File: src/common/cls_pkg.sv
// Shared constants and enumerations for the configurable logic slice.
package cls_pkg;

  localparam int CLS_TABLE_DEPTH = 16;
  localparam int CLS_ADDR_W      = 4;
  localparam int CLS_ARITH_W     = 2;
  localparam int CLS_SYNC_STAGES = 2;

  localparam logic [CLS_TABLE_DEPTH-1:0] CLS_TABLE_RESET = 16'h0000;
  localparam logic [CLS_ARITH_W-1:0]     CLS_CNT_RESET   = 2'h0;
  localparam logic [CLS_ARITH_W-1:0]     CLS_CNT_ONE     = 2'h1;
  localparam logic [CLS_ARITH_W-1:0]     CLS_CNT_TOP     = 2'h3;

  typedef enum logic [1:0] {
    CLS_MODE_LOGIC,
    CLS_MODE_RIPPLE,
    CLS_MODE_RAM,
    CLS_MODE_ROM
  } cls_mode_type;

  typedef enum logic [1:0] {
    CLS_ARITH_ADD,
    CLS_ARITH_SUB,
    CLS_ARITH_UP,
    CLS_ARITH_DOWN
  } cls_arith_type;

  typedef enum logic [1:0] {
    CLS_CMP_GE,
    CLS_CMP_NE,
    CLS_CMP_LE
  } cls_cmp_type;

endpackage

File: src/hw/cls_table16.sv
// One sixteen-entry, one-bit lookup table that doubles as a small memory.
`timescale 1ns/1ns

module cls_table16
  import cls_pkg::*;
#(
  parameter int DEPTH  = CLS_TABLE_DEPTH,
  parameter int ADDR_W = CLS_ADDR_W
) (
  input  wire logic              ref_clk,
  input  wire logic              rst_n,
  input  wire logic              load,
  input  wire logic [DEPTH-1:0]  init,
  input  wire logic              we,
  input  wire logic [ADDR_W-1:0] waddr,
  input  wire logic              wdata,
  input  wire logic [ADDR_W-1:0] raddr,
  output logic                   rdata
);

  logic [DEPTH-1:0] bits_q;
  logic [DEPTH-1:0] bits_d;

  // Configuration load overrides a user write issued in the same cycle.
  always_comb begin
    bits_d = bits_q;
    if (load) begin
      bits_d = init;
    end else if (we) begin
      bits_d[waddr] = wdata;
    end
  end

  always_ff @(posedge ref_clk or negedge rst_n) begin
    if (!rst_n) begin
      bits_q <= CLS_TABLE_RESET;
    end else begin
      bits_q <= bits_d;
    end
  end

  // Reads are combinational, so a write shows up on the cycle after its edge.
  assign rdata = bits_q[raddr];

endmodule

File: src/hw/cls_slice.sv
// Configurable logic slice: lookup, ripple arithmetic, distributed RAM and ROM modes.
//
// Functional notes
// RQ1: One of four modes selected per slice.
// RQ2: Each four-input table holds sixteen programmable entries.
// RQ3: Two four-input tables or one five-input table.
// RQ4: Wider functions chain outputs of neighbouring slices.
// RQ5: Ripple mode adds, subtracts, counts up, counts down.
// RQ6: Ripple mode compares operands: ge, ne, le.
// RQ7: Fast carry variant emits generate and propagate.
// RQ8: Each table acts as sixteen by one memory.
// RQ9: One slice single-port, two slices dual-port memory.
// RQ10: Companion slice gives separate read-only port.
// RQ11: ROM mode has no write, loaded at configuration.
// RQ12: RAM writes on clock edge, reads combinational.
`timescale 1ns/1ns

module cls_slice
  import cls_pkg::*;
(
  input  wire logic                       ref_clk,
  input  wire logic                       resetn,
  input  wire logic                       cfg_load,
  input  cls_mode_type                    cfg_mode,
  input  wire logic [CLS_TABLE_DEPTH-1:0] cfg_init0,
  input  wire logic [CLS_TABLE_DEPTH-1:0] cfg_init1,
  input  wire logic                       cfg_five_input,
  input  cls_arith_type                   cfg_arith_op,
  input  cls_cmp_type                     cfg_cmp_op,
  input  wire logic                       cfg_fast_carry,
  input  wire logic                       cfg_read_only_port,
  input  wire logic [CLS_ADDR_W-1:0]      lut_in,
  input  wire logic                       sel5,
  input  wire logic                       cat_in,
  input  wire logic                       cat_sel,
  input  wire logic [CLS_ARITH_W-1:0]     op_a,
  input  wire logic [CLS_ARITH_W-1:0]     op_b,
  input  wire logic                       carry_in,
  input  wire logic                       cnt_en,
  input  wire logic [CLS_ADDR_W-1:0]      mem_addr,
  input  wire logic [1:0]                 mem_wdata,
  input  wire logic                       mem_we,
  input  wire logic [CLS_ADDR_W-1:0]      ro_addr,
  output cls_mode_type                    mode_out,
  output logic                            out0,
  output logic                            out1,
  output logic                            wide_out,
  output logic [CLS_ARITH_W-1:0]          sum_out,
  output logic                            carry_out,
  output logic                            cmp_out,
  output logic                            cg_out,
  output logic                            cp_out,
  output logic [1:0]                      mem_rdata
);

  // Reset is asserted asynchronously and released through two flops.
  logic [CLS_SYNC_STAGES-1:0] rst_sync_q;
  logic                       rst_n;

  always_ff @(posedge ref_clk or negedge resetn) begin
    if (!resetn) begin
      rst_sync_q <= '0;
    end else begin
      rst_sync_q <= {rst_sync_q[CLS_SYNC_STAGES-2:0], 1'b1};
    end
  end

  assign rst_n = rst_sync_q[CLS_SYNC_STAGES-1];

  // Configuration state, captured only while configuration is loading, and the ripple counter, which also steps with cnt_en when counting up or down.
  cls_mode_type               mode_q;
  cls_mode_type               mode_d;
  cls_arith_type              arith_q;
  cls_arith_type              arith_d;
  cls_cmp_type                cmp_q;
  cls_cmp_type                cmp_d;
  logic                       five_q;
  logic                       five_d;
  logic                       fast_q;
  logic                       fast_d;
  logic                       ro_q;
  logic                       ro_d;
  logic [CLS_ARITH_W-1:0]     cnt_q;
  logic [CLS_ARITH_W-1:0]     cnt_d;

  logic                       is_logic;
  logic                       is_ripple;
  logic                       is_ram;
  logic                       is_mem;

  assign is_logic  = (mode_q == CLS_MODE_LOGIC);
  assign is_ripple = (mode_q == CLS_MODE_RIPPLE);
  assign is_ram    = (mode_q == CLS_MODE_RAM);
  assign is_mem    = (mode_q == CLS_MODE_RAM) || (mode_q == CLS_MODE_ROM);

  always_comb begin
    mode_d  = mode_q;
    arith_d = arith_q;
    cmp_d   = cmp_q;
    five_d  = five_q;
    fast_d  = fast_q;
    ro_d    = ro_q;
    cnt_d   = cnt_q;
    if (cfg_load) begin
      // RQ1: mode selection at load
      mode_d  = cfg_mode;
      arith_d = cfg_arith_op;
      cmp_d   = cfg_cmp_op;
      five_d  = cfg_five_input;
      fast_d  = cfg_fast_carry;
      ro_d    = cfg_read_only_port;
      cnt_d   = CLS_CNT_RESET;
    end else if (is_ripple && cnt_en) begin
      // RQ5: two-bit counters
      case (arith_q)
        CLS_ARITH_UP:   cnt_d = cnt_q + CLS_CNT_ONE;
        CLS_ARITH_DOWN: cnt_d = cnt_q - CLS_CNT_ONE;
        default:        cnt_d = cnt_q;
      endcase
    end
  end

  always_ff @(posedge ref_clk or negedge rst_n) begin
    if (!rst_n) begin
      mode_q  <= CLS_MODE_LOGIC;
      arith_q <= CLS_ARITH_ADD;
      cmp_q   <= CLS_CMP_GE;
      five_q  <= 1'b0;
      fast_q  <= 1'b0;
      ro_q    <= 1'b0;
      cnt_q   <= CLS_CNT_RESET;
    end else begin
      mode_q  <= mode_d;
      arith_q <= arith_d;
      cmp_q   <= cmp_d;
      five_q  <= five_d;
      fast_q  <= fast_d;
      ro_q    <= ro_d;
      cnt_q   <= cnt_d;
    end
  end

  assign mode_out = mode_q;

  // Both tables share one read address; the mode and the read-only port setting decide who drives it.
  logic [CLS_ADDR_W-1:0] tbl_raddr;
  logic                  tbl_we;
  logic                  tbl0_rd;
  logic                  tbl1_rd;

  // RQ10: companion reads on its own port
  assign tbl_raddr = is_logic ? lut_in : (ro_q ? ro_addr : mem_addr);
  // RQ11: ROM and logic modes block writes
  assign tbl_we    = is_ram && mem_we && !cfg_load;

  // RQ2: sixteen-entry programmable tables
  cls_table16 u_table0 (
    .ref_clk (ref_clk),
    .rst_n   (rst_n),
    .load    (cfg_load),
    .init    (cfg_init0),
    .we      (tbl_we),
    .waddr   (mem_addr),
    .wdata   (mem_wdata[0]),
    .raddr   (tbl_raddr),
    .rdata   (tbl0_rd)
  );

  cls_table16 u_table1 (
    .ref_clk (ref_clk),
    .rst_n   (rst_n),
    .load    (cfg_load),
    .init    (cfg_init1),
    .we      (tbl_we),
    .waddr   (mem_addr),
    .wdata   (mem_wdata[1]),
    .raddr   (tbl_raddr),
    .rdata   (tbl1_rd)
  );

  // Lookup outputs.
  logic f5;

  // RQ3: five-input combining of both tables
  assign f5       = sel5 ? tbl1_rd : tbl0_rd;
  assign out0     = is_logic && (five_q ? f5 : tbl0_rd);
  assign out1     = is_logic && !five_q && tbl1_rd;
  // RQ4: concatenation with neighbouring slice
  assign wide_out = is_logic && (cat_sel ? cat_in : f5);

  // RQ8: each table is a 16x1 memory
  // RQ9: one slice gives 16x2 storage
  // RQ12: combinational read of the word
  assign mem_rdata = is_mem ? {tbl1_rd, tbl0_rd} : 2'h0;

  // Ripple arithmetic. Subtraction adds the inverted operand, so carry_in high means no borrow in.
  logic [CLS_ARITH_W-1:0] b_eff;
  logic [CLS_ARITH_W:0]   sum_full;
  logic [CLS_ARITH_W-1:0] gen_bits;
  logic [CLS_ARITH_W-1:0] prop_bits;
  logic                   grp_gen;
  logic                   grp_prop;
  logic                   is_count;
  logic                   cnt_wrap;
  logic                   cmp_res;

  assign b_eff     = (arith_q == CLS_ARITH_SUB) ? ~op_b : op_b;
  // RQ5: add and subtract
  assign sum_full  = {1'b0, op_a} + {1'b0, b_eff} + {{CLS_ARITH_W{1'b0}}, carry_in};
  assign gen_bits  = op_a & b_eff;
  assign prop_bits = op_a ^ b_eff;
  // RQ7: carry generate and propagate
  assign grp_gen   = gen_bits[1] | (prop_bits[1] & gen_bits[0]);
  assign grp_prop  = &prop_bits;
  assign is_count  = (arith_q == CLS_ARITH_UP) || (arith_q == CLS_ARITH_DOWN);
  assign cnt_wrap  = cnt_en && ((arith_q == CLS_ARITH_UP) ? (cnt_q == CLS_CNT_TOP) : (cnt_q == CLS_CNT_RESET));

  // RQ6: operand comparison
  always_comb begin
    cmp_res = 1'b0;
    case (cmp_q)
      CLS_CMP_GE: cmp_res = (op_a >= op_b);
      CLS_CMP_NE: cmp_res = (op_a != op_b);
      CLS_CMP_LE: cmp_res = (op_a <= op_b);
      default:    cmp_res = 1'b0;
    endcase
  end

  assign sum_out   = !is_ripple ? CLS_CNT_RESET : (is_count ? cnt_q : sum_full[CLS_ARITH_W-1:0]);
  // The counter carry flags the terminal count so a neighbour can extend the count.
  assign carry_out = is_ripple && (is_count ? cnt_wrap : sum_full[CLS_ARITH_W]);
  assign cmp_out   = is_ripple && cmp_res;
  // RQ7: outputs only in fast carry variant
  assign cg_out    = is_ripple && fast_q && !is_count && grp_gen;
  assign cp_out    = is_ripple && fast_q && !is_count && grp_prop;

  // Helper copies of the loaded table images, read only by the checks below.
  // They ignore RAM writes, so the lookup checks only hold in logic mode after a load.
  logic [CLS_TABLE_DEPTH-1:0] seen0_q;
  logic [CLS_TABLE_DEPTH-1:0] seen0_d;
  logic [CLS_TABLE_DEPTH-1:0] seen1_q;
  logic [CLS_TABLE_DEPTH-1:0] seen1_d;

  always_comb begin
    seen0_d = seen0_q;
    seen1_d = seen1_q;
    if (cfg_load) begin
      seen0_d = cfg_init0;
      seen1_d = cfg_init1;
    end
  end

  always_ff @(posedge ref_clk or negedge rst_n) begin
    if (!rst_n) begin
      seen0_q <= CLS_TABLE_RESET;
      seen1_q <= CLS_TABLE_RESET;
    end else begin
      seen0_q <= seen0_d;
      seen1_q <= seen1_d;
    end
  end
endmodule

File: config.mk
export PLATFORM = sky130hd
export DESIGN_NAME = cls_slice
export DESIGN_NICKNAME = d
export VERILOG_FILES = /design/src/common/cls_pkg.sv /design/src/hw/cls_table16.sv /design/src/hw/cls_slice.sv
export SDC_FILE = /design/constraint.sdc
export NUM_CORES = 1
export LEC_CHECK = 0
export BUFFER_PORTS_ARGS = -buffer_cell sky130_fd_sc_hd__buf_2
export CAP_MARGIN = 5
export CORE_MARGIN = 2
export CORE_UTILIZATION = 30
export DETAILED_ROUTE_END_ITERATION = 10
export MAX_ROUTING_LAYER = met4
export PLACE_DENSITY = 0.5
export SETUP_SLACK_MARGIN = 0.1
export SLEW_MARGIN = 20
export SYNTH_ARGS = -nofsm -noshare
export SYNTH_HDL_FRONTEND = slang
export SYNTH_SLANG_ARGS = --single-unit
File: constraint.sdc
create_clock -name ref_clk -period 3.4 [get_ports ref_clk]
set_clock_uncertainty 0.15 [all_clocks]
set_input_delay 0.34 -clock ref_clk [delete_from_list [all_inputs] [get_ports ref_clk]]
set_output_delay 0.34 -clock ref_clk [all_outputs]
set_load 0.005 [all_outputs]
==> run metrics, run 1 <==
Cells after Synth=322; Vias=2706; # setup viols final=0; Cell Int Power=0.00111 W; utilization after layout=38.0%; Reg power frac=42.1%; first-pass GRT wire length=14300 um; Initial Utilization=30.8%; outcome=finished, final reports clean; Final Hold Vio Count=0; CTS sink cnt=45; #FFs+latches synth=45; Psw=0.000514 W; unique cell type count in the Yosys netlist=49; post-route DRC violation count=0; DRT Pass-1 Iters=4; unrepaired setup endpoints after global routing=false; ys async rst share=100%; Std-Cell Rows=36; Max clock buf depth=2; io pins=81; number of port buffers=80; Max Clk Rate=323 MHz; main area contributors after synthesis=dfrtp_1 37%, mux2i_1 12%, a22oi_1 8.2%; grt ovf=0; DPL Wire Length=6640 um; vias in the first global route=2685; area leader, netlist=dfrtp_1; CP endpoint=out0; minimum clock period=3.10 ns; Power per Cell Area=437 nW/um2; Syn Nets=396; Synth top area share=37.4%; Fin Hold WS=0.106 ns; pin slew with the least headroom to its limit=0.753 ns; diode count=0; clk slew on worst S/H paths=0.09 ns; most frequent cells in the layout=80 x buf_2, 44 x dfrtp_1, 39 x o21ai_0, 37 x mux2i_1, 33 x a22oi_1; DR vias/cell=5.13; worst skew pair latency=0.30 ns; WL/cell=17.1 um; CORE AREA=9770 um2; slew margin rel.=49.6%; most common cell after layout, fill and taps aside=buf_2; non-filler cells in the finished layout=528; max-cap violation count=0; post-placement cell count=516; Setup crit start=mode_out[0]; CP max FO=10; Startpoint Class=flip-flop; Req. time, crit path=2.91 ns; Root Buffer=clkbuf_8; mean post-synth cell area=9.36 um2; Cell Area, Synth=3010 um2; total wire length=9030 um; Seq/Total Area, Yosys=37.4%; antenna violations before repair=0; Leak=1.65 nW; path depth of the worst reg2reg path=7; HP Class=in2reg; Worst Path Arrival=2.61 ns; Design Power=0.00162 W; die area=10900 um2; R2R setup slack=1.34 ns; Slew Viols, Final=0; VDD IR max=0.167 mV; Hold Path Stages=3; fin nets=468; CTS tree=built; htree depth=2; Main synth FF type=dfrtp_1; First DRT Iteration DRCs=166; r2r startpoint=mode_out[0]; Crit Path Class=reg2out; Detail Route Antenna Nets=0; Comb pwr share=27.9%; Synth-to-Final Area Change=23.3%; number of flops mapped to enable cells by yosys=0; final period utilization=91.0%; layout cells sized above 1=31.4%; cts bufs inserted=5; Final TNS setup=0 ns; largest net degree at the start of global routing=78; die width=104 um; synthesis warning total=0; GRT Util Overall=16.8%; Clock power frac=30.1%; routability cong.=0.939; Die Y=104 um; crit end category=output pin; Sw Ratio=31.7%; R2R Path End=u_table0.bits_q[1]
[power by group through the flow]
stage / clock network (W) / registers, W / logic [W]
floorplan: 0 / 0.000658 / 0.000316
global placement: 0 / 0.000692 / 0.000425
detailed placement: 0 / 0.000693 / 0.000433
CTS: 0.000504 / 0.000683 / 0.000447
global route: 0.000526 / 0.000693 / 0.000502
finish: 0.000489 / 0.000683 / 0.000453
[stage by stage]
| stage | setup WS [ns] | cell area [um2] |
|---|---|---|
| 2_1_floorplan | 0.896 | 3010 |
| 3_3_place_gp | 0.497 | 3520 |
| 5_1_grt | 0.162 | 3710 |
| 4_1_cts | 0.105 | 3700 |
| 3_5_place_dp | 0.407 | 3520 |
| 6_report | 0.305 | 3710 |
[critical path, cell delays in order, from the launching register on]
cell,delay [ns]
dfrtp_1,0.47
or2_4,0.34
mux2i_4,0.31
buf_12,0.16
nand2_2,0.05
a32o_1,0.26
o211ai_2,0.20
o21ai_2,0.11
a311oi_2,0.26
buf_2,0.15
[layer usage]
metal	up-vias	GRT usage, %	share of wire (%)
met5	-	-	0
met2	68	27.0	48
li1	1333	-	-
met3	7	1.94	4.0
met4	0	3.76	0.94
met1	1298	23.0	47
[cells in the mapped netlist, types with 4 or more instances]
cell	count
mux2i_1	37
nand2b_1	8
nand2_1	26
o21ai_0	39
clkbuf_1	20
nor2_1	11
dfrtp_1	45
a21oi_1	13
or2_2	5
nor3_1	9
a22oi_1	33
inv_1	8
ha_1	4
mux2_2	8
[flip-flops by register name (all words and copies together), names as in the netlist]
register and flops:
cmp_q 2, five_q 1, fast_q 1, arith_q 2
rst_sync_q 2, cnt_q 2, ro_q 1, mode_out 2
u_table0.bits_q 16, u_table1.bits_q 16
[layout make-up]
| cell class | count | area [um2] |
|---|---|---|
| timing repair buffer | 90 | 490 |
| inverter | 8 | 30.0 |
| tap | 133 | 166 |
| clock buffer | 5 | 68.8 |
| clock inverter | 3 | 65.1 |
| sequential | 45 | 1130 |
| fill | 1027 | 6060 |
| multi-input combinational | 244 | 1760 |
[cells by family (layout without fill, tap and decap cells)]
family | count (synthesis) | after routing | synth area share (%)
AOI/OAI and AO/OA | 110 | 110 | 24.3
and+or+nand+nor | 75 | 75 | 12.2
muxes | 48 | 48 | 17.0
DFF | 45 | 45 | 37.4
buffers and inverters | 33 | 106 | 4.82
adders and majority gates | 6 | 6 | 2.99
xor gates and xnor gates | 4 | 4 | 1.16
other | 1 | 1 | 0.124
[worst min-delay path by stage]
stage	from	slack, ns	end
2_1_floorplan	resetn	-0.11	rst_sync_q[0]
3_3_place_gp	resetn	-0.02	rst_sync_q[0]
3_5_place_dp	resetn	-0.02	rst_sync_q[0]
4_1_cts	cfg_fast_carry	0.09	fast_q
5_1_grt	cfg_cmp_op[0]	0.11	cmp_q[0]
6_report	cfg_fast_carry	0.11	fast_q
[what timing repair did]
item	CTS	global route
buffers inserted	3	0
hold buffers	1	0
cloned	0	0
hold endpoints to repair	2	0
resized for setup	0	3
setup endpoints to repair	1	4
No activity file was read; power rests on OpenSTA's default activity.
==> inputs of run 2 (changes only) <==
--- a/config.mk
+++ b/config.mk
@@ -11,7 +11,7 @@
 export CORE_UTILIZATION = 30
 export DETAILED_ROUTE_END_ITERATION = 10
 export MAX_ROUTING_LAYER = met4
-export PLACE_DENSITY = 0.5
+export REMOVE_ABC_BUFFERS = 1
 export SETUP_SLACK_MARGIN = 0.1
 export SLEW_MARGIN = 20
 export SYNTH_ARGS = -nofsm -noshare
==> run 2 against run 1 <==
Core utilization shrank 0.49 points. Global-route usage up 0.12 points. Routed wire length fell by 2.4%. Worst hold slack lost 0.0031 ns. Register-to-register slack improved by 0.21 ns. Combinational power about the same. Power shrank 8.9%. Critical path depth stayed put. Non-clock buffer count up 1. First-iteration DRC count fell by 3.0%. Fmax down 0.54%. Sequential share of layout area is 0.39 points higher. Critical path type unchanged. Critical endpoint unchanged.
==> run metrics, run 2 (same netlist as run 1, synthesis figures left out) <==
outcome=finished, final reports clean; pin slew with the least headroom to its limit=0.707 ns (-0.0461 ns); antenna violations before repair=0 (unchanged); Final TNS setup=0 ns (unchanged); max-cap violation count=0 (unchanged); GR Util met2=26.0% (-0.94 points); grt peak-use layer=met2; final period utilization=91.5% (+0.49 points); HP Class=in2reg; routability cong.=0.897 (-4.5%); CP max FO=10 (unchanged); Req. time, crit path=2.91 ns (about the same); Power per Cell Area=403 nW/um2 (-7.7%); Max clock buf depth=2 (unchanged); most common cell after layout, fill and taps aside=buf_2; Initial Utilization=30.8% (unchanged); met3 Usage GRT=2.82% (+0.88 points); Final Hold Vio Count=0 (unchanged); post-route DRC violation count=0 (unchanged); r2r startpoint=mode_out[0]; Die Y=104 um (unchanged); die area=10900 um2 (unchanged); minimum clock period=3.11 ns (+0.0168 ns); die width=104 um (unchanged); total wire length=8810 um (-2.4%); io pins=81 (unchanged); VDD IR max=0.143 mV (-15%); HP Start=cfg_fast_carry; GRT Util Overall=17.0% (+0.12 points); crit end category=output pin; WL/cell=16.7 um (-2.6%); CTS tree=built; vias in the first global route=2741 (+2.1%); first-pass GRT wire length=14300 um (+0.15%); Detail Route Antenna Nets=0 (unchanged); Max Clk Rate=321 MHz (-0.54%); CTS sink cnt=45 (unchanged); Leak=1.63 nW (-1.3%); Crit Path Class=reg2out; most frequent cells in the layout=80 x buf_2, 44 x dfrtp_1, 39 x o21ai_0, 37 x mux2i_1, 33 x a22oi_1; unrepaired setup endpoints after global routing=false; fin nets=469 (+0.21%); Regs by FF count=u_table0.bits_q (16), u_table1.bits_q (16); worst skew pair latency=0.30 ns (about the same); Layout fillers=1027 (unchanged); Slew Viols, Final=0 (unchanged); CORE AREA=9770 um2 (unchanged); Setup crit start=ro_q; Design Power=0.00148 W (-8.9%); slew margin rel.=52.9% (+3.3 points); DR vias/cell=5.27 (+2.8%); clk slew on worst S/H paths=0.08 ns (about the same); largest net degree at the start of global routing=78 (unchanged); layout cells sized above 1=30.8% (-0.58 points); htree depth=2 (unchanged); Startpoint Class=flip-flop; Vias=2787 (+3.0%); DRT Pass-1 Iters=4 (unchanged); Worst Path Arrival=2.62 ns (about the same); Root Buffer=clkbuf_8; number of port buffers=80 (unchanged); cts bufs inserted=5 (unchanged); First DRT Iteration DRCs=161 (-3.0%); # setup viols final=0 (unchanged); grt ovf=0 (unchanged); Std-Cell Rows=36 (unchanged); DPL Wire Length=6580 um (-0.98%); diode count=0 (unchanged); GR met1 Demand/Resource=23.5% (+0.46 points); Synth-to-Final Area Change=21.7%
[run 2: changes by cell type in the layout (fill, tap and decap cells not counted), sizes merged]
cell,before,now
clkbuf,5,8
bufinv,2,0
buf,89,90
clkinv,1,0
[run 2: worst max-delay path, cell delays in order (launching register included)]
cell	delay, ns
dfrtp_1	0.49
mux2_4	0.35
mux2i_4	0.23
buf_12	0.16
nand2_1	0.06
a32o_1	0.27
o211ai_2	0.20
a22oi_1	0.11
a311oi_2	0.29
buf_2	0.17
[run 2: path summary, 6_finish.rpt]
kind,to,slack [ns],depth (start not counted)
setup / recovery,out0,0.29,9
hold / removal,fast_q,0.10,3
setup reg to reg,u_table1.bits_q[12],1.55,6
hold reg to reg,cmp_q[1],0.19,0
max in group asynchronous,u_table1.bits_q[15],2.50,0
min in group asynchronous,cmp_q[1],0.19,0
[run 2: through the flow]
stage | setup WS [ns] | hold slack, ns | cells | instance area, um2 | utilization [%]
final | 0.288 | 0.103 | 529 | 3670 | 37.5
after global routing | 0.151 | 0.113 | 529 | 3670 | 37.5
after CTS | 0.195 | 0.0979 | 529 | 3660 | 37.4
after detailed placement | 0.370 | -0.0244 | 517 | 3520 | 36.1
after global placement | 0.474 | -0.0239 | 517 | 3520 | 36.1
after floorplan | 0.339 | -0.106 | 297 | 2900 | -
[run 2: layout make-up]
cell class / instances / area [um2] / share of cell area [%]
multi-input combinational: 244 / 1750 / 47.8
sequential: 45 / 1130 / 30.8
timing repair buffer: 91 / 498 / 13.6
tap: 133 / 166 / 4.54
clock buffer: 8 / 90.1 / 2.46
inverter: 8 / 30.0 / 0.819
[run 2: per-layer routing]
| layer | wire length, um | up-vias |
|---|---|---|
| met5 | 0 | - |
| met4 | 87 | 0 |
| met3 | 303 | 10 |
| met2 | 4200 | 82 |
| met1 | 4220 | 1352 |
| li1 | - | 1343 |
[run 2: repair_timing]
action / in CTS / in global routing
endpoints found under the setup margin: 1 / 2
gates cloned: 0 / 0
endpoints found under the hold margin: 2 / 0
buffers inserted: 3 / 0
hold buffers: 1 / 0
gates resized for setup: 0 / 2
[run 2: report_power, final]
part           internal [W]  switching [W]  total [W]
logic              0.000217       0.000236   0.000453
registers          0.000602      0.0000775   0.000679
clock network      0.000166       0.000181   0.000347
==> inputs of run 3 (changes only) <==
--- a/config.mk
+++ b/config.mk
@@ -10,6 +10,7 @@
 export CORE_MARGIN = 2
 export CORE_UTILIZATION = 30
 export DETAILED_ROUTE_END_ITERATION = 10
+export HOLD_SLACK_MARGIN = 0.15
 export MAX_ROUTING_LAYER = met4
 export REMOVE_ABC_BUFFERS = 1
 export SETUP_SLACK_MARGIN = 0.1
==> run 3 against run 2 <==
Sequential cell count stayed put. Critical path depth stayed put. Non-clock buffer count is 35 higher. Clock power hardly changed. Largest cell class unchanged. Highest routed layer unchanged.
==> run metrics, run 3 (same netlist as run 1, synthesis figures left out) <==
outcome=finished, final reports clean; Power per Cell Area=377 nW/um2 (-6.6%); Regs by FF count=u_table0.bits_q (16), u_table1.bits_q (16); Max clock buf depth=2 (unchanged); htree depth=2 (unchanged); CTS sink cnt=45 (unchanged); layout cells sized above 1=28.3% (-2.5 points); VDD IR max=0.143 mV (-0.11%); unrepaired setup endpoints after global routing=false; die width=104 um (unchanged); utilization after layout=41.1% (+3.6 points); First DRT Iteration DRCs=174 (+8.1%); Vias=2908 (+4.3%); GRT Util Overall=17.3% (+0.30 points); CP max FO=10 (unchanged); Root Buffer=clkbuf_8; crit end category=output pin; HP Start=cfg_init1[5]; DRT Pass-1 Iters=4 (unchanged); Leak=1.77 nW (+9.0%); path depth of the worst reg2reg path=6 (unchanged); WL/cell=16.0 um (-4.0%); total wire length=9010 um (+2.3%); Clock power frac=23.1% (-0.4 points); pin slew with the least headroom to its limit=0.707 ns (+0.000125 ns); Synth-to-Final Area Change=33.3%; Crit Path Class=reg2out; HP Class=in2reg; diode count=0 (unchanged); DPL Wire Length=6580 um (unchanged); DR vias/cell=5.16 (-2.1%); Design Power=0.00151 W (+2.3%); Final Hold Vio Count=0 (unchanged); CTS tree=built; Req. time, crit path=2.91 ns (about the same); antenna violations before repair=0 (unchanged); max-cap violation count=0 (unchanged); Worst Slack Setup Final=0.303 ns (+0.0148 ns); Hold Path Stages=3 (unchanged); number of port buffers=80 (unchanged); minimum clock period=3.10 ns (-0.0148 ns); Die Y=104 um (unchanged); CORE AREA=9770 um2 (unchanged); most frequent cells in the layout=80 x buf_2, 44 x dfrtp_1, 39 x o21ai_0, 37 x mux2i_1, 36 x dlygate4sd3_1; Comb pwr share=32.0% (+1.4 points); Final TNS setup=0 ns (unchanged); Psw=0.000502 W (+1.6%); Slew Viols, Final=0 (unchanged); clk slew on worst S/H paths=0.08 ns (about the same); final period utilization=91.1% (-0.44 points); cts bufs inserted=5 (unchanged); Startpoint Class=flip-flop; Worst Hold End=u_table1.bits_q[5]; largest net degree at the start of global routing=78 (unchanged); R2R setup slack=1.55 ns (about the same); io pins=81 (unchanged); Std-Cell Rows=36 (unchanged); Reg power frac=44.9% (-1.0 points); post-route DRC violation count=0 (unchanged); first-pass GRT wire length=14700 um (+2.3%); Initial Utilization=30.8% (unchanged); routability cong.=0.897 (unchanged); grt ovf=0 (unchanged); Sw Ratio=33.2% (-0.23 points); most common cell after layout, fill and taps aside=buf_2; # setup viols final=0 (unchanged); die area=10900 um2 (unchanged); vias in the first global route=2821 (+2.9%); r2r startpoint=mode_out[0]; Max Clk Rate=323 MHz (+0.48%); Worst Path Arrival=2.61 ns (about the same); Cell Int Power=0.00101 W (+2.7%); R2R Path End=u_table1.bits_q[12]; worst slack, placed=0.370 ns (unchanged); slew margin rel.=52.9% (about the same); Detail Route Antenna Nets=0 (unchanged); fin nets=504 (+7.5%); Fin Hold WS=0.146 ns (+0.0436 ns); worst skew pair latency=0.30 ns (about the same)
run 3: changes by cell type in the layout (fill, tap and decap cells not counted), sizes merged:
cell and change:
dlygate4sd3 +35
run 3: area by class of cell:
| cell class | count | area [um2] |
|---|---|---|
| clock buffer | 8 | 90.1 |
| fill | 1012 | 5760 |
| inverter | 8 | 30.0 |
| multi-input combinational | 244 | 1750 |
| sequential | 45 | 1130 |
| tap | 133 | 166 |
| timing repair buffer | 126 | 848 |
run 3: worst max-delay path by stage:
stage,startpoint,to,cells past startpoint,slack [ns]
after floorplan,mode_out[0],u_table0.bits_q[0],5,0.34
after global placement,mode_out[0],out0,8,0.47
after detailed placement,mode_out[0],out0,8,0.37
after CTS,mode_out[0],out0,9,0.20
after global routing,ro_q,out0,9,0.15
final,ro_q,out0,9,0.30
run 3: through the flow:
step                      area [um2]  instances
final                           4020        564
after global placement          3520        517
after CTS                       4010        564
after global routing            4020        564
after floorplan                 2900        297
after detailed placement        3520        517
run 3: what timing repair did:
action,CTS,global route
resized for setup,0,2
setup buffers,3,0
setup endpoints to repair,1,2
endpoints found under the hold margin,37,0
hold buffers,36,0
run 3: worst max-delay path: stages, from the launching register on:
cell	delay, ns
dfrtp_1	0.48
mux2_4	0.35
mux2i_4	0.23
buf_12	0.16
nand2_2	0.05
a32o_1	0.25
o211ai_2	0.18
o21ai_2	0.12
a311oi_2	0.32
buf_2	0.17
run 3: per-layer routing:
layer / routed length (um) / GRT usage (%)
met1: 4270 / 23.8
met2: 4290 / 26.9
met3: 331 / 2.57
met4: 120 / 3.96
met5: 0 / -
run 3: power by group through the flow:
stage / registers, W / clock network (W) / logic (W)
CTS: 0.000678 / 0.000361 / 0.000482
detailed placement: 0.000688 / 0 / 0.000436
floorplan: 0.000662 / 0 / 0.000283
finish: 0.000679 / 0.000350 / 0.000484
global placement: 0.000687 / 0 / 0.000426
global route: 0.000691 / 0.000376 / 0.000541
